==> config.mk <==
export PLATFORM = sky130hd
export DESIGN_NAME = adc_output_port
export DESIGN_NICKNAME = d
export VERILOG_FILES = /design/src/hdl/adc_output_port.v
export VERILOG_INCLUDE_DIRS = /design/src /design/src/hdl
export SDC_FILE = /design/constraint.sdc
export NUM_CORES = 1
export LEC_CHECK = 0
export ABC_CLOCK_PERIOD_IN_PS = 4800
export BUFFER_PORTS_ARGS = -buffer_cell sky130_fd_sc_hd__buf_4
export CORE_UTILIZATION = 58
export CTS_CLUSTER_SIZE = 12
export DETAILED_ROUTE_END_ITERATION = 8
export PLACE_DENSITY = 0.79
export SLEW_MARGIN = 20
export SYNTH_ARGS = -nofsm -noshare
export SYNTH_HDL_FRONTEND = slang
export SYNTH_SLANG_ARGS = --single-unit
==> constraint.sdc <==
create_clock -name clk -period 4.8 [get_ports clk]
set_input_delay 0.48 -clock clk [delete_from_list [all_inputs] [get_ports clk]]
set_output_delay 0.48 -clock clk [all_outputs]
set_load 0.005 [all_outputs]
==> src/hdl/adc_port_regs.vh <==
// Register map, field positions, reset values and timing of the port block.
// Assumes a 32-bit AXI4-Lite bus with byte addresses on aligned words.
//
// Overview of operation
// Byte order select swaps the parallel result bytes
// Coding select low inverts MSB, two's complement
// Fast mode; host keeps a minimum conversion rate
// Fast mode off imposes no minimum conversion rate
// Low-power mode without fast mode selects reduced power
// Port type selects parallel bus or serial port
// Serial mode floats result bits zero and one
// Parallel mode drives result bits two to four
// Serial internal read-after mode allows clock slowdown
// Other serial modes float the divide pins
// Internal clock source drives serial clock out
// External clock source: host clocks, device follows
// Read mode high shifts during, low after conversion
// Host changes selects only between conversions
`ifndef ADC_PORT_REGS_VH
`define ADC_PORT_REGS_VH

// Register byte offsets
`define OFS_CTRL 8'h00
`define OFS_SAMPLE 8'h04
`define OFS_STATUS 8'h08
`define OFS_RESULT 8'h0C

// Control register fields
`define CTRL_W 5
`define CTRL_PORT 0
`define CTRL_SWAP 1
`define CTRL_CODING 2
`define CTRL_FAST 3
`define CTRL_LOWPWR 4
`define CTRL_RESET 5'h04

// Bus answers
`define RESP_OKAY 2'h0
`define RESP_SLVERR 2'h2

// Serial clock half period in clk cycles before slowdown
`define SCLK_HALF_BASE 4'h1
`define SAMPLE_W 16
`define SAMPLE_BITS 5'h10

`endif

==> src/hdl/adc_output_port.v <==
// Sample FIFO and the result port block of the converter.
// Assumes clk at 40 MHz, synchronous inputs and a host that keeps R14.
`timescale 1ns/1ps
`include "adc_port_regs.vh"

////////////////////////////////////////////////////////////////////////////
module sample_fifo #(
    parameter WIDTH = 16,
    parameter DEPTH = 16,
    parameter AW = 4
) (
    // Clock and reset
    input wire clk,
    input wire sys_rst,
    // Fill side
    input wire inValid,
    output wire inReady,
    input wire [WIDTH-1:0] inData,
    // Drain side
    output wire outValid,
    input wire outReady,
    output wire [WIDTH-1:0] outData,
    // Fill level
    output wire [AW:0] count
);
    reg [WIDTH-1:0] mem [0:DEPTH-1];
    reg [AW-1:0] wrPtr;
    reg [AW-1:0] rdPtr;
    reg [AW:0] level;
    wire push;
    wire pop;

    assign inReady = (level != DEPTH[AW:0]);
    assign outValid = (level != {(AW+1){1'b0}});
    assign outData = mem[rdPtr];
    assign count = level;
    assign push = inValid && inReady;
    assign pop = outValid && outReady;

    always @(posedge clk) begin
        if (push) begin
            mem[wrPtr] <= inData;
        end
    end

    always @(posedge clk or posedge sys_rst) begin
        if (sys_rst) begin
            wrPtr <= {AW{1'b0}};
            rdPtr <= {AW{1'b0}};
            level <= {(AW+1){1'b0}};
        end else begin
            if (push) begin
                wrPtr <= (wrPtr == DEPTH[AW-1:0] - 1'b1) ? {AW{1'b0}}
                    : wrPtr + 1'b1;
            end
            if (pop) begin
                rdPtr <= (rdPtr == DEPTH[AW-1:0] - 1'b1) ? {AW{1'b0}}
                    : rdPtr + 1'b1;
            end
            if (push && !pop) begin
                level <= level + 1'b1;
            end else if (pop && !push) begin
                level <= level - 1'b1;
            end
        end
    end
endmodule

////////////////////////////////////////////////////////////////////////////
module adc_output_port #(
    parameter FIFO_DEPTH = 16,
    parameter FIFO_AW = 4
) (
    // Clock and reset
    input wire clk,
    input wire sys_rst,
    // AXI4-Lite write address
    input wire [7:0] s_axi_awaddr,
    input wire s_axi_awvalid,
    output reg s_axi_awready,
    // AXI4-Lite write data
    input wire [31:0] s_axi_wdata,
    input wire [3:0] s_axi_wstrb,
    input wire s_axi_wvalid,
    output reg s_axi_wready,
    // AXI4-Lite write response
    output reg [1:0] s_axi_bresp,
    output reg s_axi_bvalid,
    input wire s_axi_bready,
    // AXI4-Lite read address
    input wire [7:0] s_axi_araddr,
    input wire s_axi_arvalid,
    output reg s_axi_arready,
    // AXI4-Lite read data
    output reg [31:0] s_axi_rdata,
    output reg [1:0] s_axi_rresp,
    output reg s_axi_rvalid,
    input wire s_axi_rready,
    // Result bus pins
    input wire [15:0] resultIn,
    output reg [15:0] resultOut,
    output reg [15:0] resultOe_n,
    output reg resultValid,
    input wire resultAck,
    // Serial port pins
    input wire serialClockIn,
    output reg serialClockOut,
    output reg serialClockOe_n,
    output reg serialDataOut,
    output reg serialFrame,
    // Conversion mode
    output reg modeFast,
    output reg modeLowPower
);
    localparam ST_IDLE = 2'b01;
    localparam ST_SHIFT = 2'b10;

    reg [`CTRL_W-1:0] ctrl;
    reg haveAw;
    reg haveW;
    reg [7:0] wAddr;
    reg [31:0] wData;
    reg [3:0] wStrb;
    reg [1:0] state;
    reg [15:0] shiftReg;
    reg [4:0] bitsLeft;
    reg [3:0] halfCnt;
    reg extPrev;

    wire serialSel = ctrl[`CTRL_PORT];
    wire clockSource = resultIn[4];
    wire readMode = resultIn[7];
    wire [1:0] divSel = resultIn[3:2];
    wire writeReady = haveAw && haveW && !s_axi_bvalid;
    wire fifoInValid = writeReady && (wAddr == `OFS_SAMPLE);
    wire fifoInReady;
    wire fifoOutValid;
    wire fifoOutReady;
    wire [15:0] fifoOutData;
    wire [FIFO_AW:0] fifoCount;
    wire pop = fifoOutValid && fifoOutReady;
    wire [15:0] coded = codeWord(fifoOutData, ctrl[`CTRL_CODING]);
    wire [3:0] halfLen;
    wire extFall = extPrev && !serialClockIn;
    wire intFall = serialClockOut && (halfCnt == 4'h1);
    wire shiftEdge = clockSource ? extFall : intFall;

    // Coding of one sample
    function [15:0] codeWord;
        input [15:0] raw;
        input straight;
        begin
            codeWord = {raw[15] ^ !straight, raw[14:0]};
        end
    endfunction

    // Register read decode
    function [31:0] readMux;
        input [7:0] addr;
        begin
            case (addr)
                `OFS_CTRL: readMux = {27'h000_0000, ctrl};
                `OFS_STATUS: readMux = {19'h0_0000, divSel, readMode,
                    clockSource, modeLowPower, modeFast, state[1],
                    !fifoInReady, fifoCount};
                `OFS_RESULT: readMux = {16'h0000, resultOut};
                default: readMux = 32'h0000_0000;
            endcase
        end
    endfunction

    function mapped;
        input [7:0] addr;
        begin
            mapped = (addr == `OFS_CTRL) || (addr == `OFS_SAMPLE)
                || (addr == `OFS_STATUS) || (addr == `OFS_RESULT);
        end
    endfunction

    sample_fifo #(
        .WIDTH(`SAMPLE_W),
        .DEPTH(FIFO_DEPTH),
        .AW(FIFO_AW)
    ) u_fifo (
        .clk(clk),
        .sys_rst(sys_rst),
        .inValid(fifoInValid),
        .inReady(fifoInReady),
        .inData(wData[15:0]),
        .outValid(fifoOutValid),
        .outReady(fifoOutReady),
        .outData(fifoOutData),
        .count(fifoCount)
    );

    ////////////////////////////////////////////////////////////////////////
    // Drain side of the FIFO
    assign fifoOutReady = serialSel ? state[0]
        : (!resultValid || resultAck);
    assign halfLen = (!clockSource && !readMode)
        ? (`SCLK_HALF_BASE << divSel) : `SCLK_HALF_BASE;

    ////////////////////////////////////////////////////////////////////////
    // AXI4-Lite write channel
    always @(posedge clk or posedge sys_rst) begin
        if (sys_rst) begin
            s_axi_awready <= 1'b1;
            s_axi_wready <= 1'b1;
            s_axi_bvalid <= 1'b0;
            s_axi_bresp <= `RESP_OKAY;
            haveAw <= 1'b0;
            haveW <= 1'b0;
            wAddr <= 8'h00;
            wData <= 32'h0000_0000;
            wStrb <= 4'h0;
            ctrl <= `CTRL_RESET;
        end else begin
            if (s_axi_awready && s_axi_awvalid) begin
                wAddr <= s_axi_awaddr;
                haveAw <= 1'b1;
                s_axi_awready <= 1'b0;
            end
            if (s_axi_wready && s_axi_wvalid) begin
                wData <= s_axi_wdata;
                wStrb <= s_axi_wstrb;
                haveW <= 1'b1;
                s_axi_wready <= 1'b0;
            end
            if (writeReady && (!fifoInValid || fifoInReady)) begin
                if (wAddr == `OFS_CTRL && wStrb[0]) begin
                    ctrl <= wData[`CTRL_W-1:0];
                end
                s_axi_bresp <= mapped(wAddr) ? `RESP_OKAY : `RESP_SLVERR;
                s_axi_bvalid <= 1'b1;
                haveAw <= 1'b0;
                haveW <= 1'b0;
            end
            if (s_axi_bvalid && s_axi_bready) begin
                s_axi_bvalid <= 1'b0;
                s_axi_awready <= 1'b1;
                s_axi_wready <= 1'b1;
            end
        end
    end

    ////////////////////////////////////////////////////////////////////////
    // AXI4-Lite read channel
    always @(posedge clk or posedge sys_rst) begin
        if (sys_rst) begin
            s_axi_arready <= 1'b1;
            s_axi_rvalid <= 1'b0;
            s_axi_rdata <= 32'h0000_0000;
            s_axi_rresp <= `RESP_OKAY;
        end else begin
            if (s_axi_arready && s_axi_arvalid) begin
                s_axi_rdata <= readMux(s_axi_araddr);
                s_axi_rresp <= mapped(s_axi_araddr) ? `RESP_OKAY
                    : `RESP_SLVERR;
                s_axi_rvalid <= 1'b1;
                s_axi_arready <= 1'b0;
            end else if (s_axi_rvalid && s_axi_rready) begin
                s_axi_rvalid <= 1'b0;
                s_axi_arready <= 1'b1;
            end
        end
    end

    ////////////////////////////////////////////////////////////////////////
    // Conversion mode and pin direction
    always @(posedge clk or posedge sys_rst) begin
        if (sys_rst) begin
            modeFast <= 1'b0;
            modeLowPower <= 1'b0;
            resultOe_n <= 16'hFFFF;
            serialClockOe_n <= 1'b1;
        end else begin
            modeFast <= ctrl[`CTRL_FAST] && !ctrl[`CTRL_LOWPWR];
            modeLowPower <= ctrl[`CTRL_LOWPWR] && !ctrl[`CTRL_FAST];
            // Serial floats all shared pins, parallel drives them all
            resultOe_n <= serialSel ? 16'hFFFF : 16'h0000;
            serialClockOe_n <= !(serialSel && !clockSource);
        end
    end

    ////////////////////////////////////////////////////////////////////////
    // Parallel holding register
    always @(posedge clk or posedge sys_rst) begin
        if (sys_rst) begin
            resultOut <= 16'h0000;
            resultValid <= 1'b0;
        end else if (!serialSel) begin
            if (pop) begin
                resultOut <= ctrl[`CTRL_SWAP] ? {coded[7:0], coded[15:8]}
                    : coded;
                resultValid <= 1'b1;
            end else if (resultAck) begin
                resultValid <= 1'b0;
            end
        end else begin
            resultValid <= 1'b0;
        end
    end

    ////////////////////////////////////////////////////////////////////////
    // Serial shifter, MSB first, data changes on falling clock edge
    always @(posedge clk or posedge sys_rst) begin
        if (sys_rst) begin
            state <= ST_IDLE;
            shiftReg <= 16'h0000;
            bitsLeft <= 5'h00;
            halfCnt <= 4'h0;
            serialClockOut <= 1'b0;
            serialDataOut <= 1'b0;
            serialFrame <= 1'b0;
            extPrev <= 1'b0;
        end else begin
            extPrev <= serialClockIn;
            case (state)
                ST_IDLE: begin
                    serialClockOut <= 1'b0;
                    if (serialSel && pop) begin
                        shiftReg <= coded;
                        serialDataOut <= coded[15];
                        bitsLeft <= `SAMPLE_BITS;
                        halfCnt <= halfLen;
                        serialFrame <= 1'b1;
                        state <= ST_SHIFT;
                    end
                end
                ST_SHIFT: begin
                    if (!clockSource) begin
                        if (halfCnt == 4'h1) begin
                            halfCnt <= halfLen;
                            serialClockOut <= !serialClockOut;
                        end else begin
                            halfCnt <= halfCnt - 4'h1;
                        end
                    end
                    if (shiftEdge) begin
                        shiftReg <= {shiftReg[14:0], 1'b0};
                        serialDataOut <= shiftReg[14];
                        bitsLeft <= bitsLeft - 5'h01;
                        if (bitsLeft == 5'h01) begin
                            serialFrame <= 1'b0;
                            state <= ST_IDLE;
                        end
                    end
                end
                default: begin
                    state <= ST_IDLE;
                end
            endcase
        end
    end
endmodule

## Yosys cells after proc, flatten, opt, wreduce, memory -nomap -nowiden

Memory sizes are Yosys's and may differ from the RTL's.
Cells that the tools add are included.

| cells by class | value |
|---|---|
| $add $sub $neg | 6 |
| equality and inequality tests | 18 |
| shifts and indexed selects | 1 |
| mux-type cells | 55 |
| bitwise operators | 2 |
| reductions and logical operators | 62 |

Operators with widths:

| kind | number |
|---|---|
| $pmux W16 S3 | 1 |
| $eq A8 B4 Y1 const B | 4 |
| $mux W16 | 2 |
| $mux W15 | 2 |
| $pmux W15 S2 | 1 |
| $mux W1 | 28 |
| $mux W4 | 6 |
| $logic_and A1 B1 Y1 | 21 |
| $mux W5 | 4 |
| $eq A8 B3 Y1 const B | 2 |
| $logic_not A8 Y1 | 2 |
| $reduce_bool A2 Y1 | 8 |
| $logic_not A1 Y1 | 14 |
| $reduce_and A3 Y1 | 4 |
| $mux W2 | 5 |
| $ne A2 B2 Y1 const B | 5 |
| $pmux W5 S2 | 1 |
| $sub A5 B1 Y5 const B | 2 |
| $add A4 B1 Y4 const B | 2 |
| $eq A4 B4 Y1 const B | 2 |
| $logic_or A1 B1 Y1 | 8 |
| $pmux W4 S2 | 1 |
| $pmux W1 S2 | 3 |
| $add A5 B1 Y5 const B | 1 |
| other kinds (14) | 15 |

| word-level totals | value |
|---|---|
| flip-flop bits (word level) | 152 |
| bits in writable memories | 256 |
| input port bits | 77 |
| output and inout bits | 80 |
| word-level logic and storage cells | 176 |
| memories | 1 |

Memories:

| memory | words | width | read ports | clocked after Yosys merged registers in | write ports | RTL line | text |
|---|---|---|---|---|---|---|---|
| u_fifo.mem | 16 | 16 | 1 | 0 | 1 | adc_output_port.v:26 | `reg [WIDTH-1:0] mem [0:DEPTH-1];` |

## Longest topological paths before layout

| depth | value |
|---|---|
| word-level depth | 8 |
| gate-level depth with buffers | 12 |
| mapped depth without buffers | 12 |

## Cells and area by module

From an unflattened synthesis, not the netlist that was laid out.

| second synthesis, totals | value |
|---|---|
| cells, all modules | 957 |
| area total of the unflattened synthesis | 15,697.6 sq um |

Modules (own cells, without submodules):

| module | instances | cells an instance | area an instance (sq um) | sequential area each (sq um) |
|---|---|---|---|---|
| sample_fifo | 1 | 494 | 10,601.4 | 8,012.7 |
| adc_output_port | 1 | 463 | 5,096.1 | 2,661.3 |

## Worst setup path before layout

No wires, ideal clock.

| timing | value |
|---|---|
| path kind | reg2reg |
| start point | register u_fifo.level[0] (netlist: u_fifo.count[0]) |
| end point | register u_fifo.level[4] (netlist: u_fifo.count[4]) |
| library setup time | 125 ps |
| arrival time | 2,639 ps |
| required time | 4,675 ps |
| setup slack | 2,036 ps |
| cell stages (with the launch flop) | 11 |
| buffers on the path | 0 |
| clock period less this slack | 2,764 ps |
| cells stage by stage | dfrtp_1 > or4_4 > o221ai_2 > ha_1 > inv_1 > fa_1 > a21o_1 > a21oi_1 > xnor2_1 > nor2_1 > xor2_1 |

| between the ends | value |
|---|---|
| cells in the longest elaborated chain, start to end | 5 |
| elaborated cells between the ends (all ways) | 13 |
| those cells by class | 2 x add/sub; 1 x eq/ne; 2 x mux; 8 x reduce/logical |

Ends and longest elaborated chain:

| element | RTL line | text |
|---|---|---|
| from (decl) | adc_output_port.v:29 | `reg [AW:0] level;` |
| from (signal assigned) | adc_output_port.v:50 | `level <= {(AW+1){1'b0}};` |
| from (signal assigned) | adc_output_port.v:61 | `level <= level + 1'b1;` |
| from (signal assigned) | adc_output_port.v:63 | `level <= level - 1'b1;` |
| branches (longest 5 deep; another with $sub A5 B1 Y5) | n/a |  |

Parallel ways; which one is timed is not known. The select of a mux whose other input is x is not followed.
A chain may end at the register's enable or synchronous reset.

## Worst setup path after layout

| timing | value |
|---|---|
| start point | register state[0] |
| end point | register bitsLeft[3] |

| between the ends | value |
|---|---|
| cells in the longest elaborated chain, start to end | 5 |
| elaborated cells between the ends (all ways) | 10 |
| those cells by class | 4 x eq/ne; 2 x mux; 4 x reduce/logical |

Ends and longest elaborated chain:

| element | RTL line | text |
|---|---|---|
| from (decl) | adc_output_port.v:124 | `reg [1:0] state;` |
| from (signal assigned) | adc_output_port.v:308 | `state <= ST_IDLE;` |
| from (signal assigned) | adc_output_port.v:327 | `state <= ST_SHIFT;` |
| from (signal assigned) | adc_output_port.v:345 | `state <= ST_IDLE;` |
| $mux W1 | adc_output_port.v:198 | `assign fifoOutReady = serialSel ? state[0]` |
| $logic_and A1 B1 Y1 | adc_output_port.v:141 | `wire pop = fifoOutValid && fifoOutReady;` |
| $logic_and A1 B1 Y1 | adc_output_port.v:321 | `if (serialSel && pop) begin` |
| $ne A2 B2 Y1 (no line) | n/a |  |
| $reduce_and A3 Y1 (no line) | n/a |  |
| to (signal assigned) | adc_output_port.v:324 | `` bitsLeft <= `SAMPLE_BITS; `` |
| to (signal assigned) | adc_output_port.v:342 | `bitsLeft <= bitsLeft - 5'h01;` |
| to (decl) | adc_output_port.v:126 | `reg [4:0] bitsLeft;` |

Parallel ways exist; a longest one is shown, timed or not.

==> results.toml <==
[layout]
register_area_um2 = 10700
postLayoutCoreUtil_pct = 67.5
post_route_cells_drive_above_1_share_pct = 27.8
fill_cell_instance_count_of_the_final_layout = 1713
final_cell_area_um2 = 17700
area_of_the_multi_input_gates_um2 = 4390
post_layout_net_count = 1155
areaGrowthSynthToFinish_pct = 13.6
antenna_cells = 0

[setup_path]
worstSetupStartpointType = "flip-flop"
critical_path.n_buffers_inverters = 2
timing.critical_path.mode_cell = "sky130_fd_sc_hd__inv_1"
path_max_fanout = 31
crit_family = "compound AO/OA/AOI/OAI gates"
worst_path_largest_cell_delay_ps = 830
rr_worst_depth = 7
endpoint_kind = "flip-flop"
crit_arrival_ps = 3610
path_class = "flip-flop to flip-flop"
rr_startpoint = "state[0]"
timing.reg2reg.setup_slack_ps = 1590
cp_slowest_cell = "sky130_fd_sc_hd__ha_1"
reg2reg_to = "bitsLeft[3]"
worstSetupPathDepth = 7
critPathRequiredTime_ps = 5200
critical_path.cell_chain = "inv_1, ha_1, inv_1, a221oi_1, or3_1, o21ai_0, a22o_1"

[synthesis]
synth_cell_type_count = 65
postSynth.asyncResetShare_pct = 31.7
synth_edf_count = 256
synth_area_per_cell_um2 = 16.2
netlist_instances = 962
ys.warnings.count = 0
main_synth_ff_type = "sky130_fd_sc_hd__edfxtp_1"
mappedNetlistArea_um2 = 15600
postSynthRegisterBits = 375
synth.yosys.seq_area_share_pct = 68.6

[drt]
route.detailed.vias_per_inst = 6.19
dr_total_vias = 8821
postRouteWirelength_um = 33400
initialDrtViolationCount = 890
remaining_drc_errors = 13
final_antenna_net_count = 0
detail_route.wl_per_cell_um = 23.4
drt_pre_antenna_iters = 7

[worst_hold_path]
min_to = "extPrev"
hold_path_depth = 1
min_from = "serialClockIn"
kind_of_path_behind_the_tightest_hold_check = "input pin to flip-flop"

[place]
numPortBuffers = 107
detailedPlacementHpwl_um = 20500
placement.cell_area_um2 = 16500
global_placer_s_final_weighted_congestion = 0.825
placement.setup.worst_slack_ps = 1610

[die]
design.die.area_um2 = 27500
die-height_um = 166
core_area_um2 = 26200
initial_utilization_pct = 59.4
row_count = 59
die_w_um = 166
floorplan.io_pins = 157

[power_and_ir_drop]
leakagePower_nw = 6.48
power.density_nw_per_um2 = 607
vdd.ir_drop.worst_mv = 0.519

[global_route]
grt_pass1_wl_um = 51800
first_global_vias = 9113
pin_count_of_the_biggest_net_entering_global_routing = 52
antenna_found_initial = 0
globalRouteTotalUtil_pct = 24.9
total_grt_overflow = 0

[clock_network]
clockRootBuffer = "sky130_fd_sc_hd__clkbuf_16"
clock_tree.buffer_depth = 3
clk_pin_slew_worst_paths_ps = 60
cts_tree = "done"
cts_inserted_buffers = 39
post_cts.repair.setup_buffers = 0
ctsHtreeMaxLevel = 2
tritoncts_num_sinks = 375
clk-insertion-delay-late_ps = 530
cts_resized = 0

[timing]
finalSetupViolCount = 0
slew-limit-headroom_pct = 31.7
finalWorstPathRequiredPeriod_ps = 3210
fin_setup_tns_ps = 0
rsz0062_at_grt = "no"
report.final.slew_viol_count = 0
fmax_mhz = 312
worst_clock_skew_ps = 19.7
hold_viol = 0
min_period_over_period_pct = 66.9
max_slew.worst_pin.slew_ps = 1030
layout_setup_ws_ps = 1590

[status]
status = "finished with violations"
failing_checks = "design-rule violations"

[job]
drv_cap = 0
flip-flops by register name (all words and copies together) (netlist names), 5 cells and up:
register	count
wAddr	8
s_axi_rdata	16
u_fifo.mem	256
ctrl	5
bitsLeft	5
wData	16
resultOut	16
u_fifo.count	5
shiftReg	15
worst register-to-register path, stage by stage, from the launching register on:
cell and delay, ps:
sky130_fd_sc_hd__dfstp_2 390, sky130_fd_sc_hd__inv_1 60, sky130_fd_sc_hd__ha_1 830, sky130_fd_sc_hd__inv_1 370, sky130_fd_sc_hd__a221oi_1 470, sky130_fd_sc_hd__or3_1 570, sky130_fd_sc_hd__o21ai_0 190, sky130_fd_sc_hd__a22o_1 200
repair_timing:
| item | 4_1_cts | 5_1_grt |
|---|---|---|
| hold endpoints to repair | 27 | 0 |
| setup endpoints to repair | 0 | 0 |
| hold buffers | 1 | 0 |
placed cells by master (no fill, tap or decap), types with 15 or more instances in the layout:
cell,n
sky130_fd_sc_hd__edfxtp_1,256
sky130_fd_sc_hd__buf_4,117
sky130_fd_sc_hd__dfrtp_1,110
sky130_fd_sc_hd__nand2_1,78
sky130_fd_sc_hd__mux4_2,55
sky130_fd_sc_hd__mux2_2,54
sky130_fd_sc_hd__clkbuf_16,41
sky130_fd_sc_hd__o21ai_0,32
sky130_fd_sc_hd__o221ai_1,29
sky130_fd_sc_hd__nor2_1,25
sky130_fd_sc_hd__inv_1,22
sky130_fd_sc_hd__a21oi_1,19
sky130_fd_sc_hd__clkbuf_1,19
sky130_fd_sc_hd__conb_1,18
sky130_fd_sc_hd__and2_1,16
sky130_fd_sc_hd__nand3_1,15
sky130_fd_sc_hd__ha_1,15
layer usage:
| layer | vias up | global-route usage [%] | part of all wire (%) | wire [um] |
|---|---|---|---|---|
| li1 | 3875 | - | - | - |
| met1 | 4459 | 32.8 | 40 | 13200 |
| met2 | 411 | 41.8 | 50 | 16800 |
| met3 | 76 | 4.03 | 7.0 | 2330 |
| met4 | 0 | 9.91 | 3.1 | 1040 |
| met5 | - | 0 | 0 | 0 |
worst max path at each step:
stage	startpoint	to	slack (ps)
after floorplan	sys_rst	bitsLeft[0]	1170
final	state[0]	bitsLeft[3]	1590
after global placement	state[0]	bitsLeft[3]	1630
after global routing	state[0]	bitsLeft[3]	1270
after CTS	state[0]	bitsLeft[3]	1560
after detailed placement	state[0]	bitsLeft[3]	1610
kinds of logic after synthesis:
family | after synthesis | synth area share, %
other | 1 | 0.0241
AOI/OAI and AO/OA | 152 | 7.35
muxes | 121 | 12.6
xor gates and xnor gates | 8 | 0.450
DFF | 375 | 68.6
buffers and inverters | 101 | 3.66
and+or+nand+nor | 188 | 5.97
adders and majority gates | 16 | 1.33
where the power goes:
group	switching (mW)	leakage [nW]	internal, mW
clock	1.19	0.585	1.66
sequential	0.823	3.77	4.19
combinational	1.50	2.13	1.38
cell usage after synthesis, types with 3 or more instances:
cell                       number  area (um2)
sky130_fd_sc_hd__a211oi_2       7        87.6
sky130_fd_sc_hd__a21o_1         4        30.0
sky130_fd_sc_hd__a21oi_1       19        95.1
sky130_fd_sc_hd__a22oi_1        5        37.5
sky130_fd_sc_hd__a32o_1         4        40.0
sky130_fd_sc_hd__and2_1        16         100
sky130_fd_sc_hd__buf_2         14        70.1
sky130_fd_sc_hd__buf_4         40         300
sky130_fd_sc_hd__buf_6          3        33.8
sky130_fd_sc_hd__clkbuf_1      17        63.8
sky130_fd_sc_hd__dfrtp_1      112        2800
sky130_fd_sc_hd__dfstp_2        7         184
sky130_fd_sc_hd__edfxtp_1     256        7690
sky130_fd_sc_hd__ha_1          15         188
sky130_fd_sc_hd__inv_1         23        86.3
sky130_fd_sc_hd__mux2_2        54         608
sky130_fd_sc_hd__mux2i_1       11         110
sky130_fd_sc_hd__mux4_2        55        1240
sky130_fd_sc_hd__nand2_1       78         293
sky130_fd_sc_hd__nand2b_1       9        56.3
sky130_fd_sc_hd__nand3_1       15        75.1
sky130_fd_sc_hd__nor2_1        25        93.8
sky130_fd_sc_hd__nor2b_1       13        81.3
sky130_fd_sc_hd__nor3_1        10        50.1
sky130_fd_sc_hd__nor3b_1        3        22.5
sky130_fd_sc_hd__nor4_1         5        31.3
sky130_fd_sc_hd__o211ai_1      13        97.6
sky130_fd_sc_hd__o21a_1         8        60.1
sky130_fd_sc_hd__o21ai_0       32         160
sky130_fd_sc_hd__o221ai_1      29         254
sky130_fd_sc_hd__o22a_1         7        61.3
sky130_fd_sc_hd__o31ai_1        3        22.5
sky130_fd_sc_hd__xnor2_1        6        52.6
cell type report:
| cell class | count | share of cell area [%] |
|---|---|---|
| flip-flops and latches | 375 | 60.4 |
| multi-input cells | 503 | 24.8 |
| clock buffers | 65 | 6.59 |
| repair buffers | 118 | 5.02 |
| well taps | 335 | 2.37 |
| inverters | 25 | 0.545 |
| clock inverters | 5 | 0.241 |
through the flow:
stage	std cells	hold slack [ps]	total power [mW]
final	1426	85.2	10.7
after global routing	1426	76.1	11.2
after CTS	1426	77.1	10.8
after detailed placement	1355	471	7.90
after global placement	1355	464	7.78
after floorplan	979	350	6.86
(Power assumes the default switching activity.)
